==> src/hw/twowire_pkg.sv <==
// Constants, field positions and state type shared by the two-wire block
package twowire_pkg;
   // Special-function register addresses
   localparam logic [7:0] CTRL_ADDR = 8'he8;
   localparam logic [7:0] SEC_ADDR_ADDR = 8'hf2;
   localparam logic [7:0] DATA_ADDR = 8'h9a;
   localparam logic [7:0] PRI_ADDR_ADDR = 8'h9b;
   // Reset values
   localparam logic [7:0] CTRL_RST = 8'h00;
   localparam logic [7:0] SEC_ADDR_RST = 8'h7f;
   localparam logic [7:0] PRI_ADDR_RST = 8'h00;
   localparam logic [7:0] DATA_RST = 8'h00;
   // Control register field positions
   localparam int MDO_POS = 7;
   localparam int MDE_POS = 6;
   localparam int MCO_POS = 5;
   localparam int MDI_POS = 4;
   localparam int ROLE_POS = 3;
   localparam int IRS_POS = 2;
   localparam int DIR_POS = 1;
   localparam int DONE_POS = 0;
   // Shared service vector with the synchronous serial port
   localparam logic [7:0] IRQ_VECTOR = 8'h3b;
   // Bits per byte on the wire
   localparam logic [3:0] BYTE_BITS = 4'h8;
   typedef enum logic [2:0] {S_IDLE, S_ADDR, S_AACK, S_RX, S_TX, S_TACK} slv_state_t;
endpackage

==> src/hw/twowire_link_if.sv <==
// Signals between the register/pin front end and the slave engine
`timescale 1ns/1ps
interface twowire_link_if;
   logic scl_rise;
   logic scl_fall;
   logic sda_lvl;
   logic start_p;
   logic stop_p;
   logic eng_rst;
   logic [6:0] own_addr;
   logic [6:0] alt_addr;
   logic [7:0] tx_byte;
   logic [7:0] rx_byte;
   logic byte_done_p;
   logic tx_dir;
   logic pull_sda;
   modport front (output scl_rise, scl_fall, sda_lvl, start_p, stop_p, eng_rst, own_addr,
      alt_addr, tx_byte, input rx_byte, byte_done_p, tx_dir, pull_sda);
   modport eng (input scl_rise, scl_fall, sda_lvl, start_p, stop_p, eng_rst, own_addr,
      alt_addr, tx_byte, output rx_byte, byte_done_p, tx_dir, pull_sda);
endinterface

==> src/hw/twowire_slave_engine.sv <==
// Hardware slave byte engine: address match, receive, transmit, acknowledge
`timescale 1ns/1ps
module twowire_slave_engine
   import twowire_pkg::*;
(
   // Clock and reset
   input wire logic ref_clk,
   input wire logic sys_rst,
   // Link to front end
   twowire_link_if.eng lk
);
   slv_state_t state_ff, nxt_state;
   logic [3:0] cnt_ff, nxt_cnt;
   logic [7:0] sh_ff, nxt_sh;
   logic [7:0] rx_ff, nxt_rx;
   logic pull_ff, nxt_pull;
   logic dir_ff, nxt_dir;
   logic done_ff, nxt_done;
   logic addr_hit;

   assign addr_hit = (sh_ff[7:1] == lk.own_addr) || (sh_ff[7:1] == lk.alt_addr);

   always_comb begin
      nxt_state = state_ff;
      nxt_cnt = cnt_ff;
      nxt_sh = sh_ff;
      nxt_rx = rx_ff;
      nxt_pull = pull_ff;
      nxt_dir = dir_ff;
      nxt_done = 1'b0;
      if (lk.eng_rst || lk.stop_p) begin
         nxt_state = S_IDLE;
         nxt_cnt = 4'h0;
         nxt_pull = 1'b0;
      end else if (lk.start_p) begin
         nxt_state = S_ADDR;
         nxt_cnt = 4'h0;
         nxt_pull = 1'b0;
      end else begin
         unique case (state_ff)
            S_IDLE: begin
            end
            S_ADDR, S_RX: begin
               if (lk.scl_rise && cnt_ff < BYTE_BITS) begin
                  nxt_sh = {sh_ff[6:0], lk.sda_lvl};
                  nxt_cnt = cnt_ff + 4'h1;
               end else if (lk.scl_fall && cnt_ff == BYTE_BITS) begin
                  if (state_ff == S_ADDR) begin
                     // Foreign addresses leave the bus untouched
                     nxt_state = addr_hit ? S_AACK : S_IDLE;
                     nxt_pull = addr_hit;
                     nxt_dir = addr_hit ? sh_ff[0] : dir_ff;
                  end else begin
                     nxt_rx = sh_ff;
                     nxt_done = 1'b1;
                     nxt_state = S_AACK;
                     nxt_pull = 1'b1;
                  end
               end
            end
            S_AACK: begin
               if (lk.scl_fall) begin
                  nxt_cnt = 4'h0;
                  if (dir_ff) begin
                     nxt_state = S_TX;
                     nxt_sh = lk.tx_byte;
                     nxt_pull = ~lk.tx_byte[7];
                  end else begin
                     nxt_state = S_RX;
                     nxt_pull = 1'b0;
                  end
               end
            end
            S_TX: begin
               if (lk.scl_rise) begin
                  nxt_cnt = cnt_ff + 4'h1;
               end else if (lk.scl_fall) begin
                  if (cnt_ff == BYTE_BITS) begin
                     nxt_pull = 1'b0;
                     nxt_state = S_TACK;
                     nxt_done = 1'b1;
                  end else begin
                     nxt_sh = {sh_ff[6:0], 1'b0};
                     nxt_pull = ~sh_ff[6];
                  end
               end
            end
            S_TACK: begin
               // No acknowledge from the master ends the read
               if (lk.scl_rise && lk.sda_lvl) begin
                  nxt_state = S_IDLE;
               end else if (lk.scl_fall) begin
                  nxt_state = S_TX;
                  nxt_cnt = 4'h0;
                  nxt_sh = lk.tx_byte;
                  nxt_pull = ~lk.tx_byte[7];
               end
            end
         endcase
      end
   end

   always_ff @(posedge ref_clk) begin
      if (sys_rst) begin
         state_ff <= S_IDLE;
         cnt_ff <= 4'h0;
         sh_ff <= 8'h00;
         rx_ff <= 8'h00;
         pull_ff <= 1'b0;
         dir_ff <= 1'b0;
         done_ff <= 1'b0;
      end else begin
         state_ff <= nxt_state;
         cnt_ff <= nxt_cnt;
         sh_ff <= nxt_sh;
         rx_ff <= nxt_rx;
         pull_ff <= nxt_pull;
         dir_ff <= nxt_dir;
         done_ff <= nxt_done;
      end
   end

   assign lk.rx_byte = rx_ff;
   assign lk.pull_sda = pull_ff;
   assign lk.tx_dir = dir_ff;
   assign lk.byte_done_p = done_ff;

   property p_addr_ack;
      @(posedge ref_clk) disable iff (sys_rst)
      (state_ff == S_ADDR && lk.scl_fall && cnt_ff == BYTE_BITS && addr_hit && !lk.eng_rst
         && !lk.stop_p && !lk.start_p) |=> (pull_ff && state_ff == S_AACK);
   endproperty
   a_addr_ack: assert property (p_addr_ack) else $error("matching address not acked");

   property p_addr_ignore;
      @(posedge ref_clk) disable iff (sys_rst)
      (state_ff == S_ADDR && lk.scl_fall && cnt_ff == BYTE_BITS && !addr_hit && !lk.eng_rst
         && !lk.stop_p && !lk.start_p) |=> (!pull_ff && state_ff == S_IDLE);
   endproperty
   a_addr_ignore: assert property (p_addr_ignore) else $error("foreign address acked");

   property p_dir_latch;
      @(posedge ref_clk) disable iff (sys_rst)
      ($past(state_ff) == S_ADDR && state_ff == S_AACK) |-> dir_ff == $past(sh_ff[0]);
   endproperty
   a_dir_latch: assert property (p_dir_latch) else $error("direction not taken");
endmodule // twowire_slave_engine

==> src/hw/twowire_port.sv <==
// Two-wire port: control registers, pin synchronisers, software master, slave hookup
`timescale 1ns/1ps
module twowire_port
   import twowire_pkg::*;
(
   // Clock and reset
   input wire logic ref_clk,
   input wire logic sys_rst,
   // Special-function register access
   input wire logic [7:0] sfr_addr,
   input wire logic sfr_wr,
   input wire logic sfr_rd,
   input wire logic [7:0] sfr_wdata,
   output logic [7:0] sfr_rdata,
   // Dedicated serial clock pin
   input wire logic scl_in,
   output logic scl_out,
   output logic scl_oe,
   // Dedicated serial data pin
   input wire logic serial_data_pin_in,
   output logic serial_data_pin_out,
   output logic serial_data_pin_oe,
   // Service request toward the shared vector
   output logic twowire_irq
);
   twowire_link_if lk ();

   logic [2:0] scl_sync_ff, nxt_scl_sync;
   logic [2:0] sda_sync_ff, nxt_sda_sync;
   logic scl_lvl_ff, nxt_scl_lvl;
   logic sda_lvl_ff, nxt_sda_lvl;
   logic scl_prev_ff, nxt_scl_prev;
   logic sda_prev_ff, nxt_sda_prev;

   logic master_data_out_bit, nxt_mdo;
   logic master_data_drive_enable, nxt_mde;
   logic master_clock_out_bit, nxt_mco;
   logic master_data_in_bit, nxt_mdi;
   logic role_select, nxt_role;
   logic interface_reset_bit, nxt_irs;
   logic byte_done_flag, nxt_done;
   logic [7:0] sec_addr_ff, nxt_sec_addr;
   logic [7:0] pri_addr_ff, nxt_pri_addr;
   logic [7:0] tx_data_ff, nxt_tx_data;
   logic [7:0] rdata_ff, nxt_rdata;
   logic ctrl_wr, data_rd, scl_edge;
   logic [7:0] ctrl_view;

   assign ctrl_wr = sfr_wr && sfr_addr == CTRL_ADDR;
   assign data_rd = sfr_rd && sfr_addr == DATA_ADDR;
   assign scl_edge = scl_lvl_ff ^ scl_prev_ff;

   // Pin synchronisers; a level counts once stages two and three agree
   always_comb begin
      nxt_scl_sync = {scl_sync_ff[1:0], scl_in};
      nxt_sda_sync = {sda_sync_ff[1:0], serial_data_pin_in};
      nxt_scl_lvl = (scl_sync_ff[1] == scl_sync_ff[2]) ? scl_sync_ff[2] : scl_lvl_ff;
      nxt_sda_lvl = (sda_sync_ff[1] == sda_sync_ff[2]) ? sda_sync_ff[2] : sda_lvl_ff;
      nxt_scl_prev = scl_lvl_ff;
      nxt_sda_prev = sda_lvl_ff;
   end

   always_ff @(posedge ref_clk) begin
      if (sys_rst) begin
         scl_sync_ff <= 3'h7;
         sda_sync_ff <= 3'h7;
         scl_lvl_ff <= 1'b1;
         sda_lvl_ff <= 1'b1;
         scl_prev_ff <= 1'b1;
         sda_prev_ff <= 1'b1;
      end else begin
         scl_sync_ff <= nxt_scl_sync;
         sda_sync_ff <= nxt_sda_sync;
         scl_lvl_ff <= nxt_scl_lvl;
         sda_lvl_ff <= nxt_sda_lvl;
         scl_prev_ff <= nxt_scl_prev;
         sda_prev_ff <= nxt_sda_prev;
      end
   end

   // Register file
   always_comb begin
      nxt_mdo = master_data_out_bit;
      nxt_mde = master_data_drive_enable;
      nxt_mco = master_clock_out_bit;
      nxt_role = role_select;
      nxt_irs = interface_reset_bit;
      nxt_sec_addr = sec_addr_ff;
      nxt_pri_addr = pri_addr_ff;
      nxt_tx_data = tx_data_ff;
      nxt_mdi = master_data_in_bit;
      nxt_done = byte_done_flag;
      if (ctrl_wr) begin
         nxt_mdo = sfr_wdata[MDO_POS];
         nxt_mde = sfr_wdata[MDE_POS];
         nxt_mco = sfr_wdata[MCO_POS];
         nxt_role = sfr_wdata[ROLE_POS];
         nxt_irs = sfr_wdata[IRS_POS];
      end
      if (sfr_wr && sfr_addr == SEC_ADDR_ADDR) begin
         nxt_sec_addr = sfr_wdata;
      end
      if (sfr_wr && sfr_addr == PRI_ADDR_ADDR) begin
         nxt_pri_addr = sfr_wdata;
      end
      if (sfr_wr && sfr_addr == DATA_ADDR) begin
         nxt_tx_data = sfr_wdata;
      end
      // Input sampling only while the pin is released by the master
      if (role_select && !master_data_drive_enable && scl_edge) begin
         nxt_mdi = sda_lvl_ff;
      end
      // Flag is hardware owned; a byte arriving with the read still sets it
      if (data_rd) begin
         nxt_done = 1'b0;
      end
      if (lk.byte_done_p && !role_select) begin
         nxt_done = 1'b1;
      end
   end

   assign ctrl_view = {master_data_out_bit, master_data_drive_enable, master_clock_out_bit,
      master_data_in_bit, role_select, interface_reset_bit, lk.tx_dir, byte_done_flag};

   always_comb begin
      unique case (sfr_addr)
         CTRL_ADDR: nxt_rdata = ctrl_view;
         SEC_ADDR_ADDR: nxt_rdata = sec_addr_ff;
         PRI_ADDR_ADDR: nxt_rdata = pri_addr_ff;
         DATA_ADDR: nxt_rdata = lk.rx_byte;
         default: nxt_rdata = 8'h00;
      endcase
      if (!sfr_rd) begin
         nxt_rdata = rdata_ff;
      end
   end

   always_ff @(posedge ref_clk) begin
      if (sys_rst) begin
         master_data_out_bit <= CTRL_RST[MDO_POS];
         master_data_drive_enable <= CTRL_RST[MDE_POS];
         master_clock_out_bit <= CTRL_RST[MCO_POS];
         master_data_in_bit <= CTRL_RST[MDI_POS];
         role_select <= CTRL_RST[ROLE_POS];
         interface_reset_bit <= CTRL_RST[IRS_POS];
         byte_done_flag <= CTRL_RST[DONE_POS];
         sec_addr_ff <= SEC_ADDR_RST;
         pri_addr_ff <= PRI_ADDR_RST;
         tx_data_ff <= DATA_RST;
         rdata_ff <= 8'h00;
      end else begin
         master_data_out_bit <= nxt_mdo;
         master_data_drive_enable <= nxt_mde;
         master_clock_out_bit <= nxt_mco;
         master_data_in_bit <= nxt_mdi;
         role_select <= nxt_role;
         interface_reset_bit <= nxt_irs;
         byte_done_flag <= nxt_done;
         sec_addr_ff <= nxt_sec_addr;
         pri_addr_ff <= nxt_pri_addr;
         tx_data_ff <= nxt_tx_data;
         rdata_ff <= nxt_rdata;
      end
   end

   assign sfr_rdata = rdata_ff;
   // Level request; the handler must also poll the synchronous port
   assign twowire_irq = byte_done_flag;

   // Slave engine hookup; master role also parks the engine
   assign lk.scl_rise = scl_lvl_ff && !scl_prev_ff;
   assign lk.scl_fall = !scl_lvl_ff && scl_prev_ff;
   assign lk.sda_lvl = sda_lvl_ff;
   assign lk.start_p = scl_lvl_ff && scl_prev_ff && sda_prev_ff && !sda_lvl_ff;
   assign lk.stop_p = scl_lvl_ff && scl_prev_ff && !sda_prev_ff && sda_lvl_ff;
   assign lk.eng_rst = interface_reset_bit || role_select;
   assign lk.own_addr = pri_addr_ff[6:0];
   assign lk.alt_addr = sec_addr_ff[6:0];
   assign lk.tx_byte = tx_data_ff;

   twowire_slave_engine u_engine (
      .ref_clk(ref_clk),
      .sys_rst(sys_rst),
      .lk(lk)
   );

   // Pin drivers: software master owns both lines, slave only pulls data low
   always_comb begin
      if (role_select) begin
         scl_out = master_clock_out_bit;
         scl_oe = 1'b1;
         serial_data_pin_out = master_data_out_bit;
         serial_data_pin_oe = master_data_drive_enable;
      end else begin
         scl_out = 1'b0;
         scl_oe = 1'b0;
         serial_data_pin_out = 1'b0;
         serial_data_pin_oe = lk.pull_sda && !interface_reset_bit;
      end
   end

   property p_sec_reset;
      @(posedge ref_clk) sys_rst |=> sec_addr_ff == SEC_ADDR_RST;
   endproperty
   a_sec_reset: assert property (p_sec_reset) else $error("secondary address reset wrong");

   property p_sda_drive;
      @(posedge ref_clk) disable iff (sys_rst)
      (role_select && master_data_drive_enable) |-> serial_data_pin_oe
         && serial_data_pin_out == master_data_out_bit;
   endproperty
   a_sda_drive: assert property (p_sda_drive) else $error("master data not driven");

   property p_sda_input;
      @(posedge ref_clk) disable iff (sys_rst)
      (role_select && !master_data_drive_enable) |-> !serial_data_pin_oe;
   endproperty
   a_sda_input: assert property (p_sda_input) else $error("data pin not released");

   property p_scl_drive;
      @(posedge ref_clk) disable iff (sys_rst)
      role_select |-> scl_oe && scl_out == master_clock_out_bit;
   endproperty
   a_scl_drive: assert property (p_scl_drive) else $error("master clock not driven");

   property p_mdi_capture;
      @(posedge ref_clk) disable iff (sys_rst)
      (role_select && !master_data_drive_enable && scl_edge) |=>
         master_data_in_bit == $past(sda_lvl_ff);
   endproperty
   a_mdi_capture: assert property (p_mdi_capture) else $error("data in not captured");

   property p_role_write;
      @(posedge ref_clk) disable iff (sys_rst)
      ctrl_wr |=> role_select == $past(sfr_wdata[ROLE_POS])
         && scl_oe == $past(sfr_wdata[ROLE_POS]);
   endproperty
   a_role_write: assert property (p_role_write) else $error("role select not taken");

   property p_slave_reset;
      @(posedge ref_clk) disable iff (sys_rst)
      (!role_select && interface_reset_bit) |-> !serial_data_pin_oe ##1 !lk.byte_done_p;
   endproperty
   a_slave_reset: assert property (p_slave_reset) else $error("slave active in reset");

   property p_done_set;
      @(posedge ref_clk) disable iff (sys_rst)
      (lk.byte_done_p && !role_select) |=> byte_done_flag && twowire_irq;
   endproperty
   a_done_set: assert property (p_done_set) else $error("byte done flag not set");

   property p_done_clear;
      @(posedge ref_clk) disable iff (sys_rst)
      (data_rd && !lk.byte_done_p) |=> !byte_done_flag;
   endproperty
   a_done_clear: assert property (p_done_clear) else $error("data read kept flag");
endmodule // twowire_port

==> config.mk <==
export PLATFORM = sky130hd
export DESIGN_NAME = twowire_port
export DESIGN_NICKNAME = d
export VERILOG_FILES = /design/src/hw/twowire_pkg.sv /design/src/hw/twowire_link_if.sv /design/src/hw/twowire_slave_engine.sv /design/src/hw/twowire_port.sv
export SDC_FILE = /design/constraint.sdc
export NUM_CORES = 1
export LEC_CHECK = 0
export ABC_CLOCK_PERIOD_IN_PS = 2600
export BUFFER_PORTS_ARGS = -buffer_cell sky130_fd_sc_hd__buf_2
export CORE_UTILIZATION = 40
export DETAILED_ROUTE_END_ITERATION = 8
export SYNTH_ARGS = -nofsm -noshare
export SYNTH_HDL_FRONTEND = slang
export SYNTH_HIERARCHICAL = 1
export SYNTH_SLANG_ARGS = --single-unit
==> constraint.sdc <==
create_clock -name ref_clk -period 2.6 [get_ports ref_clk]
set_input_delay 0.26 -clock ref_clk [delete_from_list [all_inputs] [get_ports ref_clk]]
set_output_delay 0.26 -clock ref_clk [all_outputs]
set_load 0.01 [all_outputs]
# ---- Yosys cells after proc, flatten, opt, wreduce, memory -nomap -nowiden
# Cells that the tools add are included.
dict set report classes {
  eq_ne 34
  bitwise_logic 7
  n_addsub 1
  magnitude_cmp 1
  n_reduce_logical 42
  muxes 52
}
# operator n
set op_table {}
lappend op_table {{$mux W8} 8}
lappend op_table {{$pmux W8 S4} 2}
lappend op_table {{$eq A8 B8 Y1 const B} 4}
lappend op_table {{$mux W3} 10}
lappend op_table {{$reduce_and A8 Y1} 3}
lappend op_table {{$mux W1} 23}
lappend op_table {{$logic_and A1 B1 Y1} 19}
lappend op_table {{$mux W4} 4}
lappend op_table {{$ne A2 B1 Y1 const B} 8}
lappend op_table {{$pmux W4 S4} 1}
lappend op_table {{$eq A7 B7 Y1} 2}
lappend op_table {{$ne A3 B2 Y1 const B} 4}
lappend op_table {{$pmux W3 S4} 1}
lappend op_table {{$reduce_and A11 Y1} 1}
lappend op_table {{$ne A2 B2 Y1 const B} 4}
lappend op_table {{$logic_not A1 Y1} 7}
lappend op_table {{$reduce_and A7 Y1} 1}
lappend op_table {{$eq A3 B2 Y1 const B} 2}
lappend op_table {{$eq A3 B3 Y1 const B} 2}
lappend op_table {{$ne A3 B3 Y1 const B} 2}
lappend op_table {{$not A1 Y1} 6}
lappend op_table {{$reduce_and A6 Y1} 1}
lappend op_table {{$reduce_bool A5 Y1} 1}
lappend op_table {{$add A4 B1 Y4 const B} 1}
lappend op_table {{other kinds (16)} 20}
dict set report word_totals {
  in_bits 22
  out_inout_bits 13
  register_bits 75
  wordCells 162
}

# ---- Longest topological paths before layout
dict set report depth {
  ltp_word 8
  ltp_mapped 9
  mapped_depth_nobuf 8
}

# ---- Cells and area by module
# Netlist, hierarchy kept.
# mod area_each_um2 seq_area_each_um2 cells_each n_inst
set by_module_without_submodules {}
lappend by_module_without_submodules {twowire_port 2134.5 980.9 216 1}
lappend by_module_without_submodules {twowire_slave_engine 1662.8 520.5 189 1}

# ---- Worst setup path before layout
# Ideal clock, no wire load.
dict set report synth_path {
  path_kind {register to register}
  from {register role_select}
  to {register u_engine.sh_ff[6]}
  setup_ps 79
  slack_ps 664
  n_path_buf 2
  required_ps 2521
  stages_incl_launch_ff 9
  arrival_ps 1857
  period_less_slack_ps 1936
  cell_sequence {dfxtp_1 -> clkbuf_1 -> or2_2 -> nor3_2 -> o211ai_2 -> a311oi_4 -> buf_6 -> nor2_1 -> a211oi_2}
}
dict set report synth_via {
  elab_chain_cells 4
}
# item line
set synth_lines {}
lappend synth_lines {{start, declared} twowire_port.sv:39} ;# logic role_select, nxt_role;
lappend synth_lines {{start signal, assigned} twowire_port.sv:144} ;# role_select <= CTRL_RST[ROLE_POS];
lappend synth_lines {{start signal, assigned} twowire_port.sv:156} ;# role_select <= nxt_role;
lappend synth_lines {{$logic_or A1 B1 Y1} twowire_port.sv:176} ;# assign lk.eng_rst = interface_reset_bit || role_select;
lappend synth_lines {{via lk.eng_rst} twowire_link_if.sv:9} ;# logic eng_rst;
lappend synth_lines {{$logic_or A1 B1 Y1} twowire_slave_engine.sv:31} ;# if (lk.eng_rst || lk.stop_p) begin
lappend synth_lines {{$not A1 Y1 (no line)} n/a}
lappend synth_lines {{$reduce_and A11 Y1 (no line)} n/a}
lappend synth_lines {{end signal, assigned} twowire_slave_engine.sv:115} ;# sh_ff <= nxt_sh;
lappend synth_lines {{end, declared} twowire_slave_engine.sv:14} ;# logic [7:0] sh_ff, nxt_sh;
# The timed path passes the listed nets, and every way through them passes these cells.
# A chain may end at the register's enable or synchronous reset.

# ---- Worst setup path in the final report
dict set report layout_path {
  from {register u_engine.state_ff[1]}
  to {register u_engine.sh_ff[6]}
}
dict set report layout_via {
  elab_chain_cells 4
  word_cells_on_any_way 17
  classes_between {13 x eq/ne; 1 x mux; 3 x reduce/logical}
}
# item line
set layout_lines {}
lappend layout_lines {{start, declared} twowire_slave_engine.sv:12} ;# slv_state_t state_ff, nxt_state;
lappend layout_lines {{start signal, assigned} twowire_slave_engine.sv:113} ;# state_ff <= nxt_state;
lappend layout_lines {{$eq A3 B2 Y1 or $eq A3 B1 Y1 (tied branches)} twowire_slave_engine.sv:40} ;# unique case (state_ff)
lappend layout_lines {{$reduce_or A2 Y1} twowire_slave_engine.sv:40}
lappend layout_lines {{$ne A2 B1 Y1 (no line) or $reduce_bool A4 Y1 (tied branches)} n/a}
lappend layout_lines {{$reduce_and A11 Y1 (no line)} n/a}
# Parallel ways exist; a longest one is shown, timed or not.

==> metrics.md <==
| Metric | Value |
|---|---|
| Max Used Layer | met4 |
| Clock Latency Late Sink | between 0.3 and 0.4 ns |
| Leak pwr | approximately 1.7 nW |
| Hold Fails Final Rpt | 0 |
| Reg-to-reg setup timing slack | 0.52 ns |
| Die X | 99.4 um |
| Routed vias | 3,007 |
| Die ar. | 0.00989 mm2 |
| Async S/R FF share, synth | 0% |
| Core area | 0.00920 mm2 |
| Number of global-route vias before repair | 2,857 |
| Syn avg cell area | 9.38 um2 |
| Clock sinks | 75 |
| YS warnings | 6 |
| Minimum clock period | 2.08 ns |
| Top-count cell post-synth | dfxtp_1 |
| HPWL after DPL | ~6.4 mm |
| Worst hold path cell count | 2 |
| Synth top cells by count | dfxtp_1 (75), nor2_1 (53), mux2i_1 (45) |
| Wire length on met3 | between 200 and 300 um |
| Layout cells sized above 1 | a little over a fifth |
| Number of setup buffers added after CTS | 0 |
| CP Data Arrival Time | ~2.3 ns |
| Hold EP | sda_sync_ff[0] |
| DRT Pass-1 Iters | 5 |
| Initial antenna violation count | 0 |
| Reg2Reg Depth | 4 |
| RSZ-0062 raised after global routing | no |
| Synth top area share | 39.5% |
| Tcrit/Tclk final | 80.0% |
| P per Cell Area | between 400 and 500 mW/mm2 |
| # IOs | 35 |
| Global-route wire length before repair | roughly 15 mm |
| Synth area leader | dfxtp_1 |
| Hold Path Class | input port to register |
| Routed Antenna Nets | 0 |
| Register area share after synthesis | between 30% and 40% |
| Final net count | between 400 and 500 |
| Netlist cell types | 66 |
| Placed Cells incl. Taps | about 530 |
| GRT Util Overall | 19.3% |
| Kind of critical path | register to register |
| Top_reg_cell synth | dfxtp_1 |
| Final Wtd Congestion | 0.906 |
| Highest clock rate | 481 MHz |
| Finished Layout Cells | 547 |
| #FFs+latches synth | 75 |
| Outcome | completed |
| Slew @ Worst Pin | between 0.6 and 0.7 ns |
| Setup TNS | 0 ns |
| Worst IR Drop VDD | roughly 0.24 mV |
| IO Port Bufs | 34 |
| Skew final | 0.00927 ns |
| CP Launch Type | register |
| DR iter-0 viols | 168 |
| Worst R2R Start | u_engine/state_ff[1] |
| Met1 Wirelength | 4.32 mm |
| Critical Path RT | 2.81 ns |
| Post-Syn Nets | 432 |
| Post-DR vias/cell | 5.50 |
| Relative slew margins | 57.9% |
| Antenna cells | 0 |
| Cells after synthesis | 405 |
| CTS resizes | 0 |
| Setup violators final | 0 |
| DR DRC count | 0 |
| Clock buffer count from CTS | 9 |
| Post-synth EDFFs | 0 |
| Cell area after synthesis | 0.00380 mm2 |
| Clock Pin Slew Worst Setup and Hold Paths | 0.08 ns |
| Routed length per instance | 16.4 um |
| Total of max-cap violations | 0 |
| Total congestion overflow | 0 |
| Die H | about 99 um |
| Crit end category | register |
| Reg-to-reg critical path endpoint | u_engine/sh_ff[6] |
| Largest net degree at the start of global routing | 45 |
| Worst-path fanout max | 16 |
| H-tree Lvls | 3 |
| CTS max path bufs | 2 |
| Utilization after layout | 45.3% |
| Synth area leaders | dfxtp_1 (40%), mux2i_1 (12%), nor2_1 (5.2%), xor2_1 (3.2%), nand2_1 (3.0%) |
| Hold Buf Count CTS | 0 |
| Initial Utilization | roughly two fifths |
| Slew Limit Fails | 0 |
| Num rows | 35 |
| CTS tree | built |
| Layout area overhead | 9.72% |
| Hold_sp | serial_data_pin_in |
| Clock Root Buffer | clkbuf_8 |
| Met2 routed WL | 4.28 mm |
| Drt total wl | a little under 9 mm |
layout make-up:
type / count / area, um2
Multi-Input combinational cell: 302 / 2140
Clock buffer: 10 / 138
Tap cell: 111 / 139
Inverter: 7 / 26.3
Fill cell: 905 / 5030
Clock inverter: 3 / 17.5
Sequential cell: 75 / 1500
Timing Repair Buffer: 39 / 208
kinds of logic (layout without fill, tap and decap cells):
group,count (synthesis),count (layout),synth area share (%)
adder cells (fa/ha/maj),5,5,1.65
XOR/XNOR,14,14,3.23
AND/OR/NAND/NOR,159,159,23.1
multiplexers,45,45,11.9
buffers and inverters,28,59,4.18
AO/OA/AOI/OAI,79,79,16.4
flip-flops,75,75,39.5
through the flow:
stage	hold slack [ns]	worst slack [ns]	instance area, um2	total power, W
global route	0.0739	0.324	4170	0.00208
global placement	0.392	0.575	4010	0.00127
detailed placement	0.399	0.542	4010	0.00127
finish	0.0992	0.521	4170	0.00199
floorplan	0.364	0.664	3800	0.00123
CTS	0.0785	0.522	4170	0.00202
layer usage:
| metal | up-vias | track usage, % |
|---|---|---|
| li1 | 1509 | - |
| met4 | 0 | 5.09 |
| met3 | 6 | 4.92 |
| met2 | 52 | 31.8 |
| met5 | - | 0 |
| met1 | 1440 | 25.2 |
cell usage in the layout, fill, tap and decap left out, types with 10 or more instances in the layout:
cell type	n
a21oi_1	15
a22oi_1	10
buf_2	34
clkbuf_8	10
dfxtp_1	75
mux2i_1	45
nand2_1	30
nand3b_1	11
nor2_1	53
or2_2	10
xor2_1	14
worst max path at each step:
stage                    startpoint                endpoint  slack [ns]  depth (start not counted)
2_1_floorplan           role_select       u_engine/sh_ff[6]        0.66                          8
3_3_place_gp   u_engine/state_ff[1]       u_engine/sh_ff[6]        0.57                          4
3_5_place_dp           nxt_scl_prev  u_engine/lk.rx_byte[7]        0.54                          8
4_1_cts        u_engine/state_ff[1]       u_engine/sh_ff[6]        0.52                          4
5_1_grt        u_engine/state_ff[1]       u_engine/sh_ff[1]        0.32                          4
6_report       u_engine/state_ff[1]       u_engine/sh_ff[6]        0.52                          4
sequential cells by signal (all words and copies together), names as in the netlist, 3 cells and up:
signal,cells
lk.tx_byte,8
pri_addr_ff,8
scl_sync_ff,3
sda_sync_ff,3
sec_addr_ff,8
sfr_rdata,8
u_engine/cnt_ff,4
u_engine/lk.rx_byte,8
u_engine/sh_ff,8
u_engine/state_ff,3
where the power goes:
| group | internal, W | switching (W) |
|---|---|---|
| Clock | 0.000353 | 0.000395 |
| Combinational | 0.0000320 | 0.0000555 |
| Sequential | 0.00115 | 0.00000266 |
| Total | 0.00154 | 0.000453 |
worst max-delay path, stage by stage, from the launching register on:
cell	delay [ns]
dfxtp_1	0.66
nor3b_1	0.38
a21o_1	0.51
mux2i_1	0.30
a211oi_2	0.09
Note: power is estimated with default switching activity, not from simulation.
